### src/logic/bcd_pkg.sv
// Constants for the branch, call and external-move decode block.
// Assumes the core supplies fetched bytes, bit values and register values each machine cycle.
// Contract
// - Relative branch: advance past instruction, add offset if acc nonzero, carry set or clear.
// - Bit branches are three bytes, three cycles; set, clear, or set-and-clear.
// - Offset always comes from the last instruction byte.
// - External moves: one byte, two cycles, via R0, R1 or data pointer.
// - Absolute call: counter plus two, push low byte then high byte.
// - Absolute call replaces only low 11 counter bits from opcode and byte two.
// - Page bits come from the incremented counter, so page-end calls reach next page.
// - Add-immediate adds byte two to accumulator and updates arithmetic flags.
// - Add-immediate is two bytes, two machine cycles.
package bcd_pkg;
  // ---------------------------------------------------------------
  // Opcodes
  // ---------------------------------------------------------------
  localparam logic [7:0] OP_BR_ACC_NZ   = 8'h70;
  localparam logic [7:0] OP_BR_CARRY    = 8'h40;
  localparam logic [7:0] OP_BR_NCARRY   = 8'h50;
  localparam logic [7:0] OP_BR_BIT_SET  = 8'h20;
  localparam logic [7:0] OP_BR_BIT_CLR  = 8'h30;
  localparam logic [7:0] OP_BR_BIT_CLRB = 8'h10;
  localparam logic [7:0] OP_XRD_RR      = 8'he2;
  localparam logic [7:0] OP_XRD_DP      = 8'he0;
  localparam logic [7:0] OP_XWR_RR      = 8'hf2;
  localparam logic [7:0] OP_XWR_DP      = 8'hf0;
  localparam logic [7:0] OP_ADD_IMM     = 8'h24;
  localparam logic [7:0] OP_NOP         = 8'h00;
  localparam logic [4:0] OP_CALL_LOW    = 5'h11;  // Low five opcode bits of absolute call
  localparam logic [7:0] RR_MASK        = 8'hfe;  // Drop register select bit
  // ---------------------------------------------------------------
  // Flag positions inside the status byte
  // ---------------------------------------------------------------
  localparam int PSW_CY = 7;
  localparam int PSW_AC = 6;
  localparam int PSW_OV = 2;
  localparam int PSW_P  = 0;
  // ---------------------------------------------------------------
  // Reset values
  // ---------------------------------------------------------------
  localparam logic [15:0] PC_RESET  = 16'h0000;
  localparam logic [7:0]  ACC_RESET = 8'h00;
  localparam logic [7:0]  PSW_RESET = 8'h00;
  localparam logic [7:0]  SP_RESET  = 8'h07;
  // Machine-cycle states, one-hot
  typedef enum logic [4:0] {
    BCD_FETCH = 5'b00001,
    BCD_B2    = 5'b00010,
    BCD_B3    = 5'b00100,
    BCD_EXEC2 = 5'b01000,
    BCD_PUSH2 = 5'b10000
  } bcd_state_t;
endpackage

### src/logic/bcd_core.sv
// Decode and execute of relative branches, bit branches, external moves,
// absolute call, add-immediate and no-operation.
// Assumes one instruction byte arrives per machine cycle on code_byte, the
// bit value, register and external-RAM data are valid when mcycle_en is high.
`timescale 1ns/100ps
module bcd_core
  import bcd_pkg::*;
(
  // Clock and reset
  input  wire logic        ref_clk,
  input  wire logic        rst_n,
  // Machine-cycle enable
  input  wire logic        mcycle_en,
  // Program memory
  input  wire logic [7:0]  code_byte,
  output logic      [15:0] program_counter,
  // Core state in
  input  wire logic [7:0]  bit_value_in,
  input  wire logic [7:0]  reg_r0,
  input  wire logic [7:0]  reg_r1,
  input  wire logic [15:0] data_pointer,
  // External data RAM
  input  wire logic [7:0]  xram_rdata,
  output logic      [15:0] xram_addr,
  output logic      [7:0]  xram_wdata,
  output logic             xram_rd,
  output logic             xram_wr,
  // Bit clear request
  output logic      [7:0]  bit_addr,
  output logic             bit_clear,
  // Stack write
  output logic      [7:0]  stack_pointer,
  output logic      [7:0]  stack_wdata,
  output logic             stack_wr,
  // Architectural state out
  output logic      [7:0]  acc,
  output logic      [7:0]  program_status_flags,
  output logic             instr_done
);
  import bcd_pkg::*;

  // ---------------------------------------------------------------
  // Helpers
  // ---------------------------------------------------------------
  function automatic logic [15:0] rel_target(input logic [15:0] pc, input logic [7:0] off);
    rel_target = pc + {{8{off[7]}}, off};
  endfunction

  function automatic logic is_call(input logic [7:0] op);
    is_call = (op[4:0] == OP_CALL_LOW);
  endfunction

  // ---------------------------------------------------------------
  // State
  // ---------------------------------------------------------------
  bcd_state_t  st_q, st_d;
  logic [15:0] pc_q, pc_d;
  logic [7:0]  op_q, op_d;
  logic [7:0]  b2_q, b2_d;
  logic [7:0]  acc_q, acc_d;
  logic [7:0]  psw_q, psw_d;
  logic [7:0]  sp_q, sp_d;
  logic [15:0] xa_q, xa_d;
  logic [7:0]  xw_q, xw_d;
  logic        xrd_q, xrd_d, xwr_q, xwr_d;
  logic        bclr_q, bclr_d;
  logic [7:0]  swd_q, swd_d;
  logic        swr_q, swr_d;
  logic        done_q, done_d;
  logic [8:0]  sum;
  logic [4:0]  sum_lo;
  logic [7:0]  res;
  logic        taken;

  // Add-immediate arithmetic on the second byte
  always_comb
  begin
    sum    = {1'b0, acc_q} + {1'b0, code_byte};
    sum_lo = {1'b0, acc_q[3:0]} + {1'b0, code_byte[3:0]};
    res    = sum[7:0];
  end

  // Next-state decode; state moves only on a machine-cycle enable, strobes and done clear without it
  always_comb
  begin
    st_d   = st_q;
    pc_d   = pc_q;
    op_d   = op_q;
    b2_d   = b2_q;
    acc_d  = acc_q;
    psw_d  = psw_q;
    sp_d   = sp_q;
    xa_d   = xa_q;
    xw_d   = xw_q;
    xrd_d  = 1'b0;
    xwr_d  = 1'b0;
    bclr_d = 1'b0;
    swd_d  = swd_q;
    swr_d  = 1'b0;
    done_d = 1'b0;
    taken  = 1'b0;
    if (mcycle_en)
    begin
      case (st_q)
        BCD_FETCH:
        begin
          op_d = code_byte;
          pc_d = pc_q + 16'h0001;
          case (code_byte)
            OP_NOP:
              done_d = 1'b1;
            OP_XRD_RR, OP_XRD_RR | 8'h01:
            begin
              xa_d  = {8'h00, code_byte[0] ? reg_r1 : reg_r0};
              xrd_d = 1'b1;
              st_d  = BCD_EXEC2;
            end
            OP_XRD_DP:
            begin
              xa_d  = data_pointer;
              xrd_d = 1'b1;
              st_d  = BCD_EXEC2;
            end
            OP_XWR_RR, OP_XWR_RR | 8'h01:
            begin
              xa_d  = {8'h00, code_byte[0] ? reg_r1 : reg_r0};
              xw_d  = acc_q;
              xwr_d = 1'b1;
              st_d  = BCD_EXEC2;
            end
            OP_XWR_DP:
            begin
              xa_d  = data_pointer;
              xw_d  = acc_q;
              xwr_d = 1'b1;
              st_d  = BCD_EXEC2;
            end
            default:
              st_d = BCD_B2;                         // Multi-byte forms fetch byte two
          endcase
        end
        BCD_B2:
        begin
          b2_d = code_byte;
          pc_d = pc_q + 16'h0001;
          st_d = BCD_FETCH;
          if (op_q == OP_ADD_IMM)
          begin
            acc_d          = res;
            psw_d[PSW_CY]  = sum[8];
            psw_d[PSW_AC]  = sum_lo[4];
            psw_d[PSW_OV]  = (acc_q[7] == code_byte[7]) && (res[7] != acc_q[7]);
            psw_d[PSW_P]   = ^res;
            done_d         = 1'b1;
          end
          else if (op_q == OP_BR_ACC_NZ || op_q == OP_BR_CARRY || op_q == OP_BR_NCARRY)
          begin
            // Counter already past both bytes before the offset is applied
            case (op_q)
              OP_BR_ACC_NZ: taken = (acc_q != 8'h00);
              OP_BR_CARRY:  taken = psw_q[PSW_CY];
              default:      taken = ~psw_q[PSW_CY];
            endcase
            if (taken)
              pc_d = rel_target(pc_q + 16'h0001, code_byte);
            st_d = BCD_EXEC2;
          end
          else if (op_q == OP_BR_BIT_SET || op_q == OP_BR_BIT_CLR || op_q == OP_BR_BIT_CLRB)
            st_d = BCD_B3;
          else if (is_call(op_q))
          begin
            // Push low byte of the already-advanced counter
            sp_d  = sp_q + 8'h01;
            swd_d = pc_d[7:0];
            swr_d = 1'b1;
            st_d  = BCD_PUSH2;
          end
          else
            done_d = 1'b1;                           // Unhandled opcodes skip as two-byte no-ops
        end
        BCD_B3:
        begin
          pc_d = pc_q + 16'h0001;
          case (op_q)
            OP_BR_BIT_SET:  taken = bit_value_in[0];
            OP_BR_BIT_CLR:  taken = ~bit_value_in[0];
            default:        taken = bit_value_in[0];
          endcase
          if (taken)
            pc_d = rel_target(pc_q + 16'h0001, code_byte);
          bclr_d = taken && (op_q == OP_BR_BIT_CLRB);
          done_d = 1'b1;
          st_d   = BCD_FETCH;
        end
        BCD_PUSH2:
        begin
          sp_d  = sp_q + 8'h01;
          swd_d = pc_q[15:8];
          swr_d = 1'b1;
          // Upper five bits kept from the advanced counter, so page-end calls land next page
          pc_d  = {pc_q[15:11], op_q[7:5], b2_q};
          done_d = 1'b1;
          st_d  = BCD_FETCH;
        end
        BCD_EXEC2:
        begin
          if (op_q == OP_XRD_RR || op_q == (OP_XRD_RR | 8'h01) || op_q == OP_XRD_DP)
            acc_d = xram_rdata;
          done_d = 1'b1;
          st_d   = BCD_FETCH;
        end
        default:
          st_d = BCD_FETCH;
      endcase
    end
  end

  // Register all state
  always_ff @(posedge ref_clk or negedge rst_n)
  begin
    if (!rst_n)
    begin
      st_q   <= BCD_FETCH;
      pc_q   <= PC_RESET;
      op_q   <= 8'h00;
      b2_q   <= 8'h00;
      acc_q  <= ACC_RESET;
      psw_q  <= PSW_RESET;
      sp_q   <= SP_RESET;
      xa_q   <= 16'h0000;
      xw_q   <= 8'h00;
      xrd_q  <= 1'b0;
      xwr_q  <= 1'b0;
      bclr_q <= 1'b0;
      swd_q  <= 8'h00;
      swr_q  <= 1'b0;
      done_q <= 1'b0;
    end
    else
    begin
      st_q   <= st_d;
      pc_q   <= pc_d;
      op_q   <= op_d;
      b2_q   <= b2_d;
      acc_q  <= acc_d;
      psw_q  <= psw_d;
      sp_q   <= sp_d;
      xa_q   <= xa_d;
      xw_q   <= xw_d;
      xrd_q  <= xrd_d;
      xwr_q  <= xwr_d;
      bclr_q <= bclr_d;
      swd_q  <= swd_d;
      swr_q  <= swr_d;
      done_q <= done_d;
    end
  end

  // Outputs straight from flip-flops
  assign program_counter      = pc_q;
  assign xram_addr            = xa_q;
  assign xram_wdata           = xw_q;
  assign xram_rd              = xrd_q;
  assign xram_wr              = xwr_q;
  assign bit_addr             = b2_q;
  assign bit_clear            = bclr_q;
  assign stack_pointer        = sp_q;
  assign stack_wdata          = swd_q;
  assign stack_wr             = swr_q;
  assign acc                  = acc_q;
  assign program_status_flags = psw_q;
  assign instr_done           = done_q;
endmodule

### config.mk
export PLATFORM = sky130hd
export DESIGN_NAME = bcd_core
export DESIGN_NICKNAME = d
export VERILOG_FILES = /design/src/logic/bcd_pkg.sv /design/src/logic/bcd_core.sv
export SDC_FILE = /design/constraint.sdc
export NUM_CORES = 1
export LEC_CHECK = 0
export ABC_AREA = 1
export BUFFER_PORTS_ARGS = -buffer_cell sky130_fd_sc_hd__clkbuf_2
export CAP_MARGIN = 20
export CORE_UTILIZATION = 25
export CTS_BUF_LIST = sky130_fd_sc_hd__clkbuf_4 sky130_fd_sc_hd__clkbuf_8 sky130_fd_sc_hd__clkbuf_16
export DETAILED_ROUTE_END_ITERATION = 12
export HOLD_SLACK_MARGIN = 0.08
export PLACE_DENSITY_LB_ADDON = 0.12
export SLEW_MARGIN = 10
export SYNTH_ARGS = -nofsm -noshare
export SYNTH_HDL_FRONTEND = slang
export SYNTH_SLANG_ARGS = --single-unit
### constraint.sdc
create_clock -name ref_clk -period 3.86 [get_ports ref_clk]
set_input_delay 0.772 -clock ref_clk [delete_from_list [all_inputs] [get_ports ref_clk]]
set_output_delay 0.772 -clock ref_clk [all_outputs]
set_load 0.05 [all_outputs]
# Yosys cells after proc, flatten, opt, wreduce, memory -nomap -nowiden
# Cells that the tools add are included.
# totals
in_bits	59
register_bits	94
# classes
muxes	55
bitwise_logic	3
add_sub_neg	5
reduce_logical	32
eq_ne	31
# ops
operator	n
$mux W8	11
$eq A8 B8 Y1 const B	9
$mux W16	4
$pmux W16 S4	1
$pmux W8 S2	3
$pmux W16 S2	1
$mux W1	26
$eq A8 B6 Y1 const B	3
$eq A8 B7 Y1 const B	3
$mux W5	4
$pmux W5 S2	2
$add A16 B1 Y16 const B	1
$add A16 B16 Y16	1
$ne A2 B2 Y1 const B	7
$reduce_and A3 Y1	4
$eq A5 B5 Y1 const B	2
$add A8 B8 Y9	1
$reduce_or A3 Y1	3
$add A8 B1 Y8 const B	1
$eq A8 B5 Y1 const B	1
$logic_not A8 Y1	1
$reduce_and A2 Y1	4
$reduce_bool A8 Y1	1
$reduce_xor A8 Y1	1
other kinds (20)	31

# Longest topological paths before layout
# depth
depth_word	11
depth_mapped	21
ltp_nobuf	21

# Worst setup path after synthesis
# OpenSTA, ideal clock, no wires.
# synth_timing
path_type	flip-flop to flip-flop
startpoint	register pc_q[1], in the netlist program_counter[1]
endpoint	register pc_q[14], in the netlist program_counter[14]
stages_incl_launch_ff	19
required_time_ps	3747
slack_ps	946
synth_period_minus_slack_ps	2914
setup_time_ps	113
arrival_time_ps	2801
path_cell_list	dfrtp_1 ha_1 nand2_1 nor2_1 nand4_1 nor2_1 nand3_1 xor2_1 ha_1 inv_1 nor3_1 and2_1 nand2_1 nand2_1 nand2_1 nand3_1 nand3_1 nand2_1 inv_1
# synth_between
elab_chain_cells	6
# synth_rtl
element	line_no	rtl
start, declared	bcd_core.sv:57	logic [15:0] pc_q, pc_d;
start signal, assigned	bcd_core.sv:242	pc_q <= pc_d;
$add A16 B1 Y16 (*)	n/a	
$add A16 B16 Y16	bcd_core.sv:46	rel_target = pc + {{8{off[7]}}, off};
$mux W16	bcd_core.sv:164	if (taken)
$mux W16	bcd_core.sv:156	else if (op_q == OP_BR_ACC_NZ || op_q == OP_BR_CARRY || op_q == OP_BR_NCARRY)
$mux W16	bcd_core.sv:147	if (op_q == OP_ADD_IMM)
$pmux W16 S4 (*)	bcd_core.sv:104	case (st_q)
# Mark *: on every way between the ends. The rest lies on a longest branch, timed or not.
# A chain may end at the register's enable or synchronous reset.

# Worst setup path after layout
# layout_timing
startpoint	register pc_q[1], in the netlist program_counter[1]
endpoint	register pc_q[15], in the netlist program_counter[15]
# Same word-level chain as after synthesis.

==> qor_table.md <==
| Step | Metric | This run |
| --- | --- | --- |
| run status | Outcome | complete, no violations |
| hold path | Endpoint of the worst hold path | stack_pointer[7]$_DFFE_PN0P_ |
| die | Full die area | 26720 um2 |
| logic synthesis | Total of flip-flops plus latches after synthesis | 94 |
| route | Post-route DRC | 0 |
| logic synthesis | Yosys Warn Count | 0 |
| hold path | Worst hold path startpoint | stack_pointer[7]$_DFFE_PN0P_ |
| setup path | Crit path buf inv count | 2 |
| timing | Count of final max-slew check failures | 0 |
| final layout | Share of cells above drive strength 1 | 16.45% |
| setup path | Cell with the biggest individual delay on the critical path | sky130_fd_sc_hd__dfrtp_1 |
| clocking | Sink Count | 94 |
| flow run | Max_cap viols | 0 |
| setup path | Arrival time of data at the critical path endpoint | 3.29 ns |
| route | Number of iterations in the first detailed-routing pass | 5 |
| die | Die boundary width | 163.5 um |
| setup path | CP required | 4.12 ns |
| power and ir drop | Cell area power density | 829.6 nW/um2 |
| power and ir drop | Internal | 2.896 mW |
| setup path | Category of the worst setup path capture point | flop |
| clocking | Cts bufs inserted | 9 |
| die | Floorplan Core Area | 25400 um2 |
| setup path | CP Class | reg -> reg |
| clocking | CTS tree | done |
| final layout | Post-route design area | 7806 um2 |
| timing | Max transition margin | 47.52% |
| place | Post-DP HPWL | 16230 um |
| die | Total I/O pin count | 144 |
| power and ir drop | Switching power of the nets | 3.580 mW |
| clocking | Root buffer selected by CTS | sky130_fd_sc_hd__clkbuf_16 |
| clocking | CTS max path bufs | 2 |
| logic synthesis | Leading area contributor after synthesis | sky130_fd_sc_hd__dfrtp_1 |
| route | Detailed-route via count | 6209 |
| power and ir drop | Combinational group share of total power | 60.8% |
| setup path | Setup slack of the most critical reg-to-reg path | 0.83 ns |
| setup path | Cell Chain, Critical Path | ha_1 -> nand2_1 -> nor2_1 -> nand4_1 -> nor2_1 -> nand3_1 -> xor2_1 -> ha_1 -> nand2_1 -> nand2_1 -> nand2_1 -> nand2_1 -> inv_1 -> nand2_1 -> a21oi_1 -> nand3_1 -> nand3_1 -> nand3_1 -> nand2_1 -> inv_1 |
| power and ir drop | Fraction of power consumed by sequential logic | 24.8% |
| setup path | Endpoint of the worst-slack reg-to-reg timing path | program_counter[15]$_DFFE_PN0P_ |
| die | Starting utilization of the core area | 25.66% |
| logic synthesis | Combined area of all synthesized cells | 6518 um2 |
| power and ir drop | Peak supply drop | 0.3339 mV |
| global route | Via count of the first global-routing pass | 6007 |
| route | Final routed wirelength across all metal layers | 20560 um |
| clocking | Resized Gates After CTS | 0 |
| place | Placed cell area | 7502 um2 |
| logic synthesis | Avg Inst Size Synth | 6.861 um2 |
| clocking | CTS clock-pin slew for the worst setup and hold paths | 0.08 ns |
| logic synthesis | Number of cells produced by synthesis | 950 |
| die | Die span in y | 163.5 um |
| clocking | Source-to-sink clock delay at the later pin of the worst-skew pair | 0.36 ns |
| timing | RSZ-0062 raised after global routing | no |
| logic synthesis | Proportion of register bits with asynchronous set or reset after synthesis | 100.0% |
| setup path | Largest fanout on the critical path | 6 |
| global route | Largest net degree at the start of global routing | 57 |
| power and ir drop | Post-route total power | 6.476 mW |
| global route | Initial antenna violation count | 0 |
| timing | Clock skew after layout | 0.008641 ns |
| logic synthesis | Area share of the leading cell type in the synthesized netlist | 34.56% |
| global route | Global-route wire length before repair | 33120 um |
| logic synthesis | Synth Flop Type | sky130_fd_sc_hd__dfrtp_1 |
| final layout | Filler-free cell count of the finished design | 1412 |
| setup path | Most common cell type on the critical path | sky130_fd_sc_hd__nand2_1 |
| logic synthesis | Number of synthesized flops with an enable pin | 0 |
| route | DRC violation total after the first TritonRoute iteration | 377 |
| route | Antenna-violating nets left | 0 |
| place | Dpl ws | 0.7481 ns |
| power and ir drop | Clock share of power | 14.4% |
| clocking | H-tree levels | 3 |
| final layout | Core utilization of the finished layout | 30.73% |
| hold path | Count of cells along the worst hold path | 1 |
| global route | GRT Resource Usage Total | 16.08% |
| timing | Measured slew at the worst slew-check pin | 0.7871 ns |
| final layout | Number of nets at the end of the flow | 1164 |
| clocking | Post-CTS Setup Bufs | 0 |
| timing | Number of endpoints failing setup at the final stage | 0 |
| power and ir drop | Switch share | 55.28% |
| setup path | Startpoint of the worst register-to-register path | program_counter[1]$_DFFE_PN0P_ |
| hold path | Hold Path Class | reg -> reg |
| die | Number of rows in the core area | 58 |
| setup path | Sort of element at the start of the critical path | flop |
| timing | Fin crit share | 78.44% |
| logic synthesis | Fraction of the yosys area taken by sequential cells | 36.17% |
| route | Routed length per instance | 14.56 um |
| power and ir drop | Leak pwr | 4.363 nW |
| timing | Final total negative setup slack | 0 ns |
| route | Vias per Instance | 4.397 |
| timing | Hold violation count in the final report | 0 |
| timing | Max Clock Freq | 330.3 MHz |
| setup path | Critical path's largest stage delay | 0.42 ns |
| logic synthesis | Leading cell types by count after synthesis | sky130_fd_sc_hd__nand2_1, sky130_fd_sc_hd__inv_1, sky130_fd_sc_hd__nor2_1, sky130_fd_sc_hd__dfrtp_1, sky130_fd_sc_hd__nand3_1 |
| global route | Congestion Overflow GR | 0 |
| place | Routability cong. | 0.8306 |
| logic synthesis | Synth unique cells | 42 |
| timing | Worst hold slack across all endpoints | 0.4685 ns |
| timing | Setup slack after layout | 0.8324 ns |
| logic synthesis | Leading cell types by total area after synthesis | sky130_fd_sc_hd__dfrtp_1, sky130_fd_sc_hd__nand2_1, sky130_fd_sc_hd__inv_1, sky130_fd_sc_hd__nand3_1, sky130_fd_sc_hd__nor2_1 |
| setup path | R2R depth | 20 |
| timing | Final critical-path required period | 3.028 ns |
| place | Number of placed instances, taps included | 1396 |
| final layout | Area delta synth->final | 19.77% |
| final layout | Antenna diode count | 0 |
| setup path | Gate family responsible for the most delay along the worst path | simple AND/OR/NAND/NOR gates |
| logic synthesis | Most common cell in the synthesized netlist | sky130_fd_sc_hd__nand2_1 |
| place | Number of input and output port buffers inserted | 132 |
| clocking | CTS Hold Buffers Added | 0 |
[sequential cells by signal, summed over array words and instances (netlist names)]
signal	cells
stack_wdata	8
st_q	5
bit_addr	8
xram_rd	1
stack_wr	1
bit_clear	1
stack_pointer	8
xram_addr	16
instr_done	1
program_counter	16
program_status_flags	4
op_q	8
xram_wdata	8
xram_wr	1
acc	8
[power groups by stage]
stage / registers, mW / clock network, mW / logic [mW]
finish: 1.61 / 0.931 / 3.94
global route: 1.65 / 0.995 / 4.43
CTS: 1.62 / 0.966 / 3.97
detailed placement: 1.63 / 0 / 3.96
global placement: 1.63 / 0 / 3.96
floorplan: 2.30 / 0 / 2.26
[kinds of logic after synthesis]
| logic type | synth area share, % |
|---|---|
| AOI/OAI and AO/OA | 9.004 |
| xor gates and xnor gates | 4.300 |
| adders and majority gates | 5.606 |
| buffers and inverters | 10.08 |
| DFF | 36.17 |
| muxes | 0.3072 |
| other | 0.05754 |
| and+or+nand+nor | 34.48 |
[layer usage]
metal | part of all wire, % | track usage (%) | vias up | wire [um]
met5 | 0 | 0 | - | 0
met4 | 1.1 | 3.998 | 0 | 220
met3 | 4.7 | 3.301 | 13 | 958
met2 | 43 | 24.81 | 115 | 8934
met1 | 51 | 22.68 | 2820 | 10450
li1 | - | - | 3261 | -
[cells in the final DEF (no fill, tap or decap), drive strengths merged]
| cell type | netlist | final |
|---|---|---|
| xor2 | 19 | 19 |
| a21oi | 37 | 37 |
| nand3 | 70 | 70 |
| nand2 | 313 | 313 |
| nor3b | 1 | 1 |
| fa | 2 | 2 |
| buf | 16 | 6 |
| o21ai | 49 | 49 |
| xnor2 | 13 | 13 |
| o31ai | 8 | 8 |
| and2 | 1 | 1 |
| o21bai | 3 | 3 |
| a22oi | 2 | 2 |
| mux2i | 2 | 2 |
| dfrtp | 90 | 90 |
| a21o | 1 | 1 |
| nand3b | 4 | 4 |
| a31oi | 5 | 5 |
| dfstp | 4 | 4 |
| conb | 1 | 4 |
| clkbuf | 8 | 140 |
| nand4 | 18 | 18 |
| a41oi | 1 | 1 |
| nor2 | 100 | 100 |
| inv | 133 | 136 |
| clkinv | 1 | 5 |
| nor3 | 18 | 18 |
| ha | 26 | 26 |
| or2 | 4 | 4 |
[how the worst max path moves through the flow]
stage                                               from                         endpoint  slack [ns]  depth (start not counted)
after floorplan           program_counter[1]$_DFFE_PN0P_  program_counter[14]$_DFFE_PN0P_        0.95                         18
after global placement                      code_byte[0]  program_counter[12]$_DFFE_PN0P_        0.75                         14
after detailed placement                    code_byte[0]  program_counter[12]$_DFFE_PN0P_        0.75                         14
after CTS                 program_counter[1]$_DFFE_PN0P_  program_counter[15]$_DFFE_PN0P_        0.80                         17
after global routing      program_counter[0]$_DFFE_PN0P_  program_counter[15]$_DFFE_PN0P_        0.42                         20
final                     program_counter[1]$_DFFE_PN0P_  program_counter[15]$_DFFE_PN0P_        0.83                         20
[area by class of cell]
| class | count | area, um2 |
|---|---|---|
| fill | 2884 | 17590 |
| multi-input combinational | 701 | 3515 |
| sequential | 94 | 2357 |
| timing repair buffer | 137 | 713.2 |
| inverter | 134 | 504.2 |
| tap | 330 | 412.9 |
| clock buffer | 9 | 225.2 |
| clock inverter | 7 | 78.83 |
[worst register-to-register path, stage by stage, from the launching register on]
cell and delay [ns]:
sky130_fd_sc_hd__dfrtp_1 0.42, sky130_fd_sc_hd__ha_1 0.22, sky130_fd_sc_hd__nand2_1 0.09, sky130_fd_sc_hd__nor2_1 0.17, sky130_fd_sc_hd__nand4_1 0.19, sky130_fd_sc_hd__nor2_1 0.15
sky130_fd_sc_hd__nand3_1 0.10, sky130_fd_sc_hd__xor2_1 0.27, sky130_fd_sc_hd__ha_1 0.35, sky130_fd_sc_hd__nand2_1 0.09, sky130_fd_sc_hd__nand2_1 0.07, sky130_fd_sc_hd__nand2_1 0.06
sky130_fd_sc_hd__nand2_1 0.05, sky130_fd_sc_hd__inv_1 0.05, sky130_fd_sc_hd__nand2_1 0.06, sky130_fd_sc_hd__a21oi_1 0.19, sky130_fd_sc_hd__nand3_1 0.10, sky130_fd_sc_hd__nand3_1 0.09
sky130_fd_sc_hd__nand3_1 0.10, sky130_fd_sc_hd__nand2_1 0.10, sky130_fd_sc_hd__inv_1 0.04
Power figures use the tool's default switching activity.
